### config.mk
export PLATFORM = sky130hd
export DESIGN_NAME = rsm_radio_spi_port
export DESIGN_NICKNAME = d
export VERILOG_FILES = /design/src/hw/rsm_pkg.sv /design/src/hw/rsm_byte_fifo.sv /design/src/hw/rsm_radio_spi_port.sv
export SDC_FILE = /design/constraint.sdc
export NUM_CORES = 1
export LEC_CHECK = 0
export BUFFER_PORTS_ARGS = -buffer_cell sky130_fd_sc_hd__buf_2
export CAP_MARGIN = 20
export CORE_MARGIN = 2
export CORE_UTILIZATION = 60
export CTS_CLUSTER_DIAMETER = 120
export DETAILED_ROUTE_END_ITERATION = 10
export GPL_TIMING_DRIVEN = 0
export PLACE_DENSITY = 0.91
export SLEW_MARGIN = 0
export SYNTH_ARGS = -nofsm -noshare
export SYNTH_HDL_FRONTEND = slang
export SYNTH_HIERARCHICAL = 1
export SYNTH_SLANG_ARGS = --single-unit
export TNS_END_PERCENT = 30
### constraint.sdc
create_clock -name core_clk_in -period 4.3 [get_ports core_clk_in]
set_clock_uncertainty 0.1 [all_clocks]
set_input_delay 0.43 -clock core_clk_in [delete_from_list [all_inputs] [get_ports core_clk_in]]
set_output_delay 0.43 -clock core_clk_in [all_outputs]
set_load 0.01 [all_outputs]
### src/hw/rsm_pkg.sv
/*
 * Package for the radio link SPI master port: register addresses,
 * reset values, field positions, FIFO sizing and serial timing.
 * Assumes an 8-bit special-function-register bus on the core clock.
 */
package rsm_pkg;

    // ------------------------------------------------------------
    // Register addresses
    // ------------------------------------------------------------
    localparam logic [7:0] RSM_ADDR_RSV_CFG  = 8'he4;
    localparam logic [7:0] RSM_ADDR_IRQ_MASK = 8'he5;
    localparam logic [7:0] RSM_ADDR_FLAGS    = 8'he6;
    localparam logic [7:0] RSM_ADDR_DATA     = 8'he7;
    localparam logic [7:0] RSM_ADDR_PIN_CTRL = 8'he8;

    // ------------------------------------------------------------
    // Reset values
    // ------------------------------------------------------------
    localparam logic [6:0] RSM_RSV_CFG_RST  = 7'h01;
    localparam logic [3:0] RSM_IRQ_MASK_RST = 4'hf;
    localparam logic [7:0] RSM_FLAGS_RST    = 8'h03;
    localparam logic [7:0] RSM_DATA_RST     = 8'h00;
    localparam logic [2:0] RSM_PIN_CTRL_RST = 3'h2;

    // ------------------------------------------------------------
    // Pin control field positions
    // ------------------------------------------------------------
    localparam int RSM_CTRL_CE_BIT   = 0;
    localparam int RSM_CTRL_CSN_BIT  = 1;
    localparam int RSM_CTRL_TRANSCEIVER_CLOCK_GATE_BIT = 2;

    // ------------------------------------------------------------
    // FIFO and serial timing
    // ------------------------------------------------------------
    localparam int         RSM_BYTE_W       = 8;
    localparam int         RSM_FIFO_DEPTH   = 2;
    localparam int         RSM_CORE_NS      = 10;
    localparam int         RSM_SCLK_HALF_NS = 40;
    localparam logic [2:0] RSM_SCLK_HALF_CYC =
        3'(RSM_SCLK_HALF_NS / RSM_CORE_NS);
    localparam logic [2:0] RSM_LAST_BIT     = 3'h7;

    // Live status flags, ordered as in the flag register
    typedef struct packed {
        logic rx_full_flag;
        logic rx_avail_flag;
        logic tx_empty_flag;
        logic tx_space_flag;
    } rsm_flags_t;

    // Pins towards the transceiver
    typedef struct packed {
        logic sclk;
        logic mosi;
        logic slave_select_n;
        logic chip_enable;
        logic transceiver_clock_gate;
    } rsm_pins_t;

    typedef enum logic [1:0] {
        RSM_ST_IDLE,
        RSM_ST_LOW,
        RSM_ST_HIGH
    } rsm_state_t;

endpackage

### src/hw/rsm_byte_fifo.sv
/*
 * Small synchronous byte FIFO used for both directions of the port.
 * Assumes the caller never pushes when full nor pops when empty.
 */
`timescale 1ns/100ps
module rsm_byte_fifo
#(
    parameter int WIDTH = rsm_pkg::RSM_BYTE_W,
    parameter int DEPTH = rsm_pkg::RSM_FIFO_DEPTH
)
(
    input  wire logic             core_clk_in,   // Core clock
    input  wire logic             rst_n_in,      // Async reset, low
    input  wire logic             push_in,       // Write one entry
    input  wire logic [WIDTH-1:0] push_data_in,  // Entry written
    input  wire logic             pop_in,        // Drop head entry
    output logic      [WIDTH-1:0] head_out,      // Head entry
    output logic      [1:0]       count_out      // Entries held
);

    logic [WIDTH-1:0] mem_q [DEPTH];
    logic             wr_ptr_q;
    logic             rd_ptr_q;
    logic [1:0]       count_q;

    // ------------------------------------------------------------
    // Storage and pointers
    // ------------------------------------------------------------
    always_ff @(posedge core_clk_in)
    begin
        if (push_in)
        begin
            mem_q[wr_ptr_q] <= push_data_in;
        end
    end

    always_ff @(posedge core_clk_in or negedge rst_n_in)
    begin
        if (!rst_n_in)
        begin
            wr_ptr_q <= 1'b0;
            rd_ptr_q <= 1'b0;
            count_q  <= 2'h0;
        end
        else
        begin
            if (push_in)
                wr_ptr_q <= ~wr_ptr_q;
            if (pop_in)
                rd_ptr_q <= ~rd_ptr_q;
            if (push_in && !pop_in)
                count_q <= count_q + 2'h1;
            else if (pop_in && !push_in)
                count_q <= count_q - 2'h1;
        end
    end

    assign head_out  = (count_q == 2'h0) ? '0 : mem_q[rd_ptr_q];
    assign count_out = count_q;

endmodule // rsm_byte_fifo

### src/hw/rsm_radio_spi_port.sv
/*
 * SPI master port to the on-chip radio transceiver and its registers.
 * Assumes a one-cycle SFR bus on the core clock; slave shifts on fall.
 */
// Function
// RL1: Four mask bits, one disables, reset all ones
// RL2: Interrupt when an unmasked source is active
// RL3: Read-only flags, reset 0x03, follow live state
// RL4: Bit 3 set while receive FIFO full
// RL5: Bit 2 set while receive FIFO holds data
// RL6: Bit 0 free transmit slot, bit 1 empty
// RL7: Data write pushes transmit, read pops receive
// RL8: Software obeys flags before writing or reading
// RL9: Software leaves the reserved register alone
// RL10: Control bit 2 gates the radio clock
// RL11: Control bit 1 drives slave select directly
// RL12: Control bit 0 drives chip enable directly
// RL13: Retry limit event is reported, payload kept
// RL14: Software toggles chip enable or flushes
// RL15: Software lowers select before each command
// RL16: First received byte readable from data register
// RL17: Bytes shifted most significant bit first
// RL18: Each transmit byte is one full-duplex exchange
`timescale 1ns/100ps
module rsm_radio_spi_port
(
    input  wire logic       core_clk_in,         // Core clock, 100 MHz
    input  wire logic       rst_n_in,            // Async reset, low
    input  wire logic [7:0] sfr_addr_in,         // Register address
    input  wire logic       sfr_wr_in,           // Write strobe
    input  wire logic       sfr_rd_in,           // Read strobe
    input  wire logic [7:0] sfr_wdata_in,        // Write data
    output logic      [7:0] sfr_rdata_out,       // Read data, next cycle
    input  wire logic       spi_miso_in,         // Serial data in
    input  wire logic       retry_limit_irq_in,  // Transceiver event
    output logic            spi_sclk_out,        // Serial clock
    output logic            spi_mosi_out,        // Serial data out
    output logic            slave_select_n_out,  // Slave select, low
    output logic            chip_enable_out,     // Transceiver enable
    output logic            clock_gate_out,      // Radio clock gate
    output logic            retry_limit_out,     // Retry limit level
    output logic            irq_out              // Port interrupt
);

    logic [6:0]          rsv_cfg_q;
    logic [3:0]          mask_q;
    logic [2:0]          ctrl_q;
    logic [7:0]          rdata_q;
    logic                irq_q;
    logic [1:0]          miso_sync_q;
    logic [1:0]          retry_sync_q;
    rsm_pkg::rsm_state_t state_q;
    logic [2:0]          half_cnt_q;
    logic [2:0]          bit_cnt_q;
    logic [7:0]          tx_shift_q;
    logic [7:0]          rx_shift_q;
    rsm_pkg::rsm_pins_t  pins;
    rsm_pkg::rsm_flags_t radio_link_flag_set;
    logic [7:0]          tx_head;
    logic [7:0]          rx_head;
    logic [1:0]          tx_count;
    logic [1:0]          rx_count;
    logic                wr_data;
    logic                rd_data;
    logic                tx_push;
    logic                rx_pop;
    logic                start;
    logic                half_done;
    logic                rx_push;
    logic [7:0]          rx_byte;
    logic                sclk_q;
    logic                mosi_q;

    // ------------------------------------------------------------
    // Register bus decode
    // ------------------------------------------------------------
    assign wr_data = sfr_wr_in && (sfr_addr_in == rsm_pkg::RSM_ADDR_DATA);
    assign rd_data = sfr_rd_in && (sfr_addr_in == rsm_pkg::RSM_ADDR_DATA);
    assign tx_push = wr_data && (tx_count != 2'(rsm_pkg::RSM_FIFO_DEPTH));
    assign rx_pop  = rd_data && (rx_count != 2'h0);                 // see RL7

    always_ff @(posedge core_clk_in or negedge rst_n_in)
    begin
        if (!rst_n_in)
        begin
            rsv_cfg_q <= rsm_pkg::RSM_RSV_CFG_RST;
            mask_q    <= rsm_pkg::RSM_IRQ_MASK_RST;                 // see RL1
            ctrl_q    <= rsm_pkg::RSM_PIN_CTRL_RST;
        end
        else if (sfr_wr_in)
        begin
            case (sfr_addr_in)
                rsm_pkg::RSM_ADDR_RSV_CFG:  rsv_cfg_q <= sfr_wdata_in[6:0];
                rsm_pkg::RSM_ADDR_IRQ_MASK: mask_q <= sfr_wdata_in[3:0];
                rsm_pkg::RSM_ADDR_PIN_CTRL: ctrl_q <= sfr_wdata_in[2:0];
                default: ;
            endcase
        end
    end

    assign radio_link_flag_set.rx_full_flag =
        (rx_count == 2'(rsm_pkg::RSM_FIFO_DEPTH));                  // see RL4
    assign radio_link_flag_set.rx_avail_flag = (rx_count != 2'h0);  // see RL5
    assign radio_link_flag_set.tx_empty_flag = (tx_count == 2'h0);  // see RL6
    assign radio_link_flag_set.tx_space_flag =
        (tx_count != 2'(rsm_pkg::RSM_FIFO_DEPTH));                  // see RL6

    always_ff @(posedge core_clk_in or negedge rst_n_in)
    begin
        if (!rst_n_in)
            rdata_q <= rsm_pkg::RSM_DATA_RST;
        else if (sfr_rd_in)
        begin
            case (sfr_addr_in)
                rsm_pkg::RSM_ADDR_RSV_CFG:  rdata_q <= {1'b0, rsv_cfg_q};
                rsm_pkg::RSM_ADDR_IRQ_MASK: rdata_q <= {4'h0, mask_q};
                rsm_pkg::RSM_ADDR_FLAGS:                            // see RL3
                    rdata_q <= {4'h0, radio_link_flag_set};
                rsm_pkg::RSM_ADDR_DATA:     rdata_q <= rx_head;     // see RL16
                rsm_pkg::RSM_ADDR_PIN_CTRL: rdata_q <= {5'h00, ctrl_q};
                default:                    rdata_q <= 8'h00;
            endcase
        end
    end

    // ------------------------------------------------------------
    // Interrupt and input synchronisers
    // ------------------------------------------------------------
    always_ff @(posedge core_clk_in or negedge rst_n_in)
    begin
        if (!rst_n_in)
            irq_q <= 1'b0;
        else
            irq_q <= |(radio_link_flag_set & ~mask_q);              // see RL2
    end

    always_ff @(posedge core_clk_in or negedge rst_n_in)
    begin
        if (!rst_n_in)
        begin
            miso_sync_q  <= 2'h0;
            retry_sync_q <= 2'h0;
        end
        else
        begin
            miso_sync_q  <= {miso_sync_q[0], spi_miso_in};
            retry_sync_q <= {retry_sync_q[0], retry_limit_irq_in};  // see RL13
        end
    end

    // ------------------------------------------------------------
    // FIFOs
    // ------------------------------------------------------------
    rsm_byte_fifo u_tx_fifo
    (
        .core_clk_in  (core_clk_in),
        .rst_n_in     (rst_n_in),
        .push_in      (tx_push),
        .push_data_in (sfr_wdata_in),
        .pop_in       (start),
        .head_out     (tx_head),
        .count_out    (tx_count)
    );

    rsm_byte_fifo u_rx_fifo
    (
        .core_clk_in  (core_clk_in),
        .rst_n_in     (rst_n_in),
        .push_in      (rx_push),
        .push_data_in (rx_byte),
        .pop_in       (rx_pop),
        .head_out     (rx_head),
        .count_out    (rx_count)
    );

    // ------------------------------------------------------------
    // Serial engine
    // ------------------------------------------------------------
    // Exchange waits while the receive side is full so no byte is lost
    assign start = (state_q == rsm_pkg::RSM_ST_IDLE) &&
                   (tx_count != 2'h0) &&
                   !radio_link_flag_set.rx_full_flag;               // see RL18
    assign half_done = (half_cnt_q == rsm_pkg::RSM_SCLK_HALF_CYC - 3'h1);
    assign rx_byte   = {rx_shift_q[6:0], miso_sync_q[1]};
    assign rx_push   = (state_q == rsm_pkg::RSM_ST_HIGH) && half_done &&
                       (bit_cnt_q == rsm_pkg::RSM_LAST_BIT);        // see RL18

    always_ff @(posedge core_clk_in or negedge rst_n_in)
    begin
        if (!rst_n_in)
        begin
            state_q    <= rsm_pkg::RSM_ST_IDLE;
            half_cnt_q <= 3'h0;
            bit_cnt_q  <= 3'h0;
        end
        else
        begin
            case (state_q)
                rsm_pkg::RSM_ST_IDLE:
                begin
                    half_cnt_q <= 3'h0;
                    bit_cnt_q  <= 3'h0;
                    if (start)
                        state_q <= rsm_pkg::RSM_ST_LOW;
                end
                rsm_pkg::RSM_ST_LOW:
                begin
                    half_cnt_q <= half_done ? 3'h0 : half_cnt_q + 3'h1;
                    if (half_done)
                        state_q <= rsm_pkg::RSM_ST_HIGH;
                end
                rsm_pkg::RSM_ST_HIGH:
                begin
                    half_cnt_q <= half_done ? 3'h0 : half_cnt_q + 3'h1;
                    if (half_done)
                    begin
                        bit_cnt_q <= bit_cnt_q + 3'h1;
                        state_q   <= rx_push ? rsm_pkg::RSM_ST_IDLE
                                             : rsm_pkg::RSM_ST_LOW;
                    end
                end
                default:
                    state_q <= rsm_pkg::RSM_ST_IDLE;
            endcase
        end
    end

    // Data moves on the falling edge and is sampled at the end of high
    always_ff @(posedge core_clk_in or negedge rst_n_in)
    begin
        if (!rst_n_in)
        begin
            tx_shift_q <= 8'h00;
            rx_shift_q <= 8'h00;
        end
        else if (start)
            tx_shift_q <= tx_head;                                  // see RL17
        else if ((state_q == rsm_pkg::RSM_ST_HIGH) && half_done)
        begin
            tx_shift_q <= {tx_shift_q[6:0], 1'b0};                  // see RL17
            rx_shift_q <= rx_byte;
        end
    end

    always_ff @(posedge core_clk_in or negedge rst_n_in)
    begin
        if (!rst_n_in)
        begin
            sclk_q <= 1'b0;
            mosi_q <= 1'b0;
        end
        else
        begin
            sclk_q <= (state_q == rsm_pkg::RSM_ST_LOW) ? half_done :
                      (state_q == rsm_pkg::RSM_ST_HIGH) && !half_done;
            if (start)
                mosi_q <= tx_head[7];                               // see RL17
            else if ((state_q == rsm_pkg::RSM_ST_HIGH) && half_done)
                mosi_q <= tx_shift_q[6];
        end
    end

    assign pins.sclk = sclk_q;
    assign pins.mosi = mosi_q;
    assign pins.slave_select_n = ctrl_q[rsm_pkg::RSM_CTRL_CSN_BIT]; // see RL11
    assign pins.chip_enable = ctrl_q[rsm_pkg::RSM_CTRL_CE_BIT];     // see RL12
    assign pins.transceiver_clock_gate =
        ctrl_q[rsm_pkg::RSM_CTRL_TRANSCEIVER_CLOCK_GATE_BIT];                         // see RL10

    assign spi_sclk_out       = pins.sclk;
    assign spi_mosi_out       = pins.mosi;
    assign slave_select_n_out = pins.slave_select_n;
    assign chip_enable_out    = pins.chip_enable;
    assign clock_gate_out     = pins.transceiver_clock_gate;
    assign retry_limit_out    = retry_sync_q[1];
    assign irq_out            = irq_q;
    assign sfr_rdata_out      = rdata_q;
endmodule // rsm_radio_spi_port

==> summary.txt <==
Clocking
  – Root Buffer: clkbuf_8
  – Clock slew at reported path FFs: ~0.09 ns
  – CTS tree: done
  – # H-tree levels: 3
  – Clock buffer depth: 2
  – Clk_lat worst skew: ~0.35 ns
  – PostCTS Resize Cnt: 0
  – CTS buffer count: 9
  – # clock sinks: 91

Route
  – Routed length per instance: around 16 um
  – Final WL: a little under 7000 um
  – Via Count: ~2400
  – Routed Antenna Nets: 0
  – Drt drc: 0
  – Drt pass-1 iters: 6
  – Initial DRC count: ~150
  – Via density: 5.551

STA
  – Final TNS setup: 0 ns
  – FMAX: roughly 400 MHz
  – Fin crit share: 0.5770
  – Final WS setup: 1.819 ns
  – Final Hold Viols: 0
  – Pins Over Slew Limit: 0
  – Headroom to the max-slew limit: 0.4982
  – Worst-Margin Slew: roughly 0.75 ns
  – Post-layout min period: between 2 and 2.5 ns
  – Final setup vio count: 0
  – RSZ-0062 raised after global routing: false
  – Fin Hold WS: around 0.084 ns

Final layout
  – Filler instances: about 450
  – Layout Nets: about 380
  – Final instance area: roughly 4500 um^2
  – Post-Layout Cell Count: around 430
  – Final core utilization: 0.7023
  – Layout cells sized above 1: 0.2732
  – Area growth syn-to-layout: 12.48%
  – Ant diodes: 0

Synthesis
  – Syn avg cell area: 13.32 um^2
  – Top_reg_cell synth: dfrtp_1
  – Synthesized flop and latch total: 91
  – Cell Area, Synth: between 4000 and 5000 um^2
  – Sequential fraction of the synthesis area: 0.6097
  – Yosys warning count: 6
  – Post-synth EDFFs: 32
  – Number of library cell types mapped by synthesis: 44
  – Net count after synthesis: 332
  – Syn Inst Count: 301
  – Ys async rst share: 0.6484

Global routing
  – Largest net degree at the start of global routing: 41
  – First-pass GRT wire length: 11460 um
  – Initial antenna violation count: 0
  – Number of global-route vias before repair: 2403
  – Tot GR Track Use: 0.2057
  – Grt ovf: 0

Placement
  – Cells after DPL: approximately 420
  – Place WS: between 1.5 and 2 ns
  – Placed Area: about 4300 um^2
  – HPWL after detailed placement: 5205 um
  – Gpl congestion: between 0.7 and 0.8
  – Port Buffers: 36

Power and ir drop
  – Final Power: about 1.5 mW
  – Leakage power: roughly 2.1 nW
  – Peak supply drop: between 0.0002 and 0.0003 V
  – Pwr/cell area: roughly 340 nW/um^2

Setup path
  – Arrival time worst endpoint: between 2 and 3 ns
  – Crit-path slowest cell: nor3_2
  – Worst Path Max Fanout: 11
  – Worst R2R End: u_tx_fifo/count_out[1]
  – Most used cell, CP: inv_1
  – Crit path capture: u_tx_fifo/count_out[1]
  – Slowest stage delay, CP: 0.51 ns
  – Critical R2R Launch: state_q[0]
  – CP endpoint kind: register
  – R2R cell count: 10
  – Crit-path cells: inv_1 -> ha_1 -> inv_1 -> nor3_2 -> buf_2 -> inv_1 -> ha_1 -> xor2_1 -> nor2_1 -> xor2_1
  – Worst EP required: between 4 and 5 ns
  – Critical path class: register to register
  – Startpoint type of the worst setup path: register
  – Crit path depth: 10
  – CP bufs+invs: 4
  – Top delay family on crit path: simple AND/OR/NAND/NOR gates
  – Flop2flop setup slack: ~1.8 ns
  – Setup crit start: state_q[0]

Min path
  – Hold WC Path Type: input pin to register

Floorplan
  – Die Y: between 80 and 90 um
  – Die Span X: approximately 86 um
  – Initial Util: 0.6244
  – Cell row count: 29
  – Die Footprint: 7353 um^2
  – IO Pins: 37
  – Core area: between 6000 and 7000 um^2

Job
  – Total of max-cap violations: 0

Run status
  – Status: finished clean
==> what timing repair did <==
item | CTS | global route
hold endpoints to repair | 19 | 0
buffers inserted | 0 | 0
hold buffers | 1 | 0
==> cells by family after synthesis <==
family,after synthesis,synth area share
flip-flops,91,0.6097
AO/OA/AOI/OAI,38,0.06209
buffers and inverters,17,0.02309
multiplexers,47,0.1332
adder cells (fa/ha/maj),9,0.02808
AND/OR/NAND/NOR,88,0.1198
XOR/XNOR,11,0.02403
==> layout make-up <==
cell class / count / area (um^2) / share of cell area
multi-input combinational: 193 / 1473 / 0.3265
clock inverter: 6 / 66.31 / 0.01470
sequential: 91 / 2445 / 0.5420
inverter: 8 / 30.03 / 0.006657
tap: 77 / 96.34 / 0.02136
buffer: 9 / 62.56 / 0.01387
clock buffer: 10 / 127.6 / 0.02829
timing repair buffer: 38 / 210.2 / 0.04660
==> cells in the mapped netlist (2+ instances only) <==
| cell | n | area [um^2] |
|---|---|---|
| a21oi_1 | 5 | 25.02 |
| ha_1 | 9 | 112.6 |
| buf_6 | 2 | 22.52 |
| mux2_2 | 21 | 236.5 |
| nand3_1 | 2 | 10.01 |
| edfxtp_1 | 32 | 960.9 |
| nand2_1 | 27 | 101.4 |
| xnor2_1 | 3 | 26.28 |
| o21a_1 | 3 | 22.52 |
| dfrtp_1 | 53 | 1326 |
| nor3_1 | 2 | 10.01 |
| xor2_1 | 8 | 70.07 |
| dfstp_2 | 6 | 157.7 |
| buf_2 | 2 | 10.01 |
| nor2_1 | 32 | 120.1 |
| a221o_1 | 3 | 30.03 |
| a221oi_1 | 2 | 17.52 |
| a22o_1 | 4 | 35.03 |
| and2_1 | 2 | 12.51 |
| mux4_2 | 3 | 67.56 |
| mux2i_1 | 23 | 230.2 |
| nand2b_1 | 4 | 25.02 |
| o21ai_0 | 16 | 80.08 |
| nor2b_1 | 7 | 43.79 |
| inv_1 | 8 | 30.03 |
| nand4b_4 | 2 | 47.55 |
| buf_4 | 3 | 22.52 |
==> sequential cells by signal, indices dropped and copies added (netlist names), 2 cells and up <==
register / cells
u_rx_fifo/mem_q: 16
u_tx_fifo/mem_q: 16
sfr_rdata_out: 8
rsv_cfg_q: 7
rx_shift_q: 7
tx_shift_q: 7
mask_q: 4
bit_cnt_q: 3
ctrl_q: 3
half_cnt_q: 3
miso_sync_q: 2
retry_sync_q: 2
state_q: 2
u_rx_fifo/count_out: 2
u_tx_fifo/count_out: 2
==> where the power goes <==
part	internal, mW	switching, mW	leakage, nW
clock	0.270	0.295	0.0889
sequential	0.912	0.00905	1.02
combinational	0.0263	0.0348	0.980
total	1.21	0.339	2.09
==> placed cells by master (no fill, tap or decap), types with 2 or more instances in the layout <==
master	Yosys	layout
ha_1	9	9
buf_4	3	3
xnor2_1	3	3
clkbuf_1	1	2
buf_2	2	38
and2_1	2	2
a21oi_1	5	5
a221o_1	3	3
nand4b_4	2	2
inv_1	8	8
nor2b_1	7	7
nand2b_1	4	4
xor2_1	8	8
buf_6	2	2
nor3_1	2	2
a22o_1	4	4
mux4_2	3	3
clkinvlp_4	0	3
o21ai_0	16	16
o21a_1	3	3
nand3_1	2	2
dfstp_2	6	6
edfxtp_1	32	32
clkbuf_8	0	9
mux2i_1	23	23
nor2_1	32	32
dfrtp_1	53	53
nand2_1	27	27
a221oi_1	2	2
mux2_2	21	21
==> how the worst min path moves through the flow <==
stage | from | to | slack (ns) | depth (start not counted)
global placement | retry_sync_q[0] | retry_sync_q[1] | 0.23 | 0
floorplan | rst_n_in | bit_cnt_q[0] | 0.03 | 0
global route | spi_miso_in | miso_sync_q[0] | 0.06 | 1
finish | spi_miso_in | miso_sync_q[0] | 0.08 | 1
detailed placement | retry_sync_q[0] | retry_sync_q[1] | 0.24 | 0
CTS | spi_miso_in | miso_sync_q[0] | 0.07 | 1
==> worst register-to-register path, delay by kind of cell (launching register included) <==
family / cells / cell delay [ns]
and+or+nand+nor: 2 / 0.64
xor gates and xnor gates: 2 / 0.29
DFF: 1 / 0.41
buffers and inverters: 4 / 0.59
adders and majority gates: 2 / 0.39
==> routing by layer <==
metal  up-vias  routed length, um  GRT usage
met3         7                277    0.05101
met5         -                  0          0
met1      1184               2991     0.2647
li1       1166                  -          -
met4         0                 73    0.06494
met2        41               3606     0.3466
No activity file was read; power rests on OpenSTA's default activity.
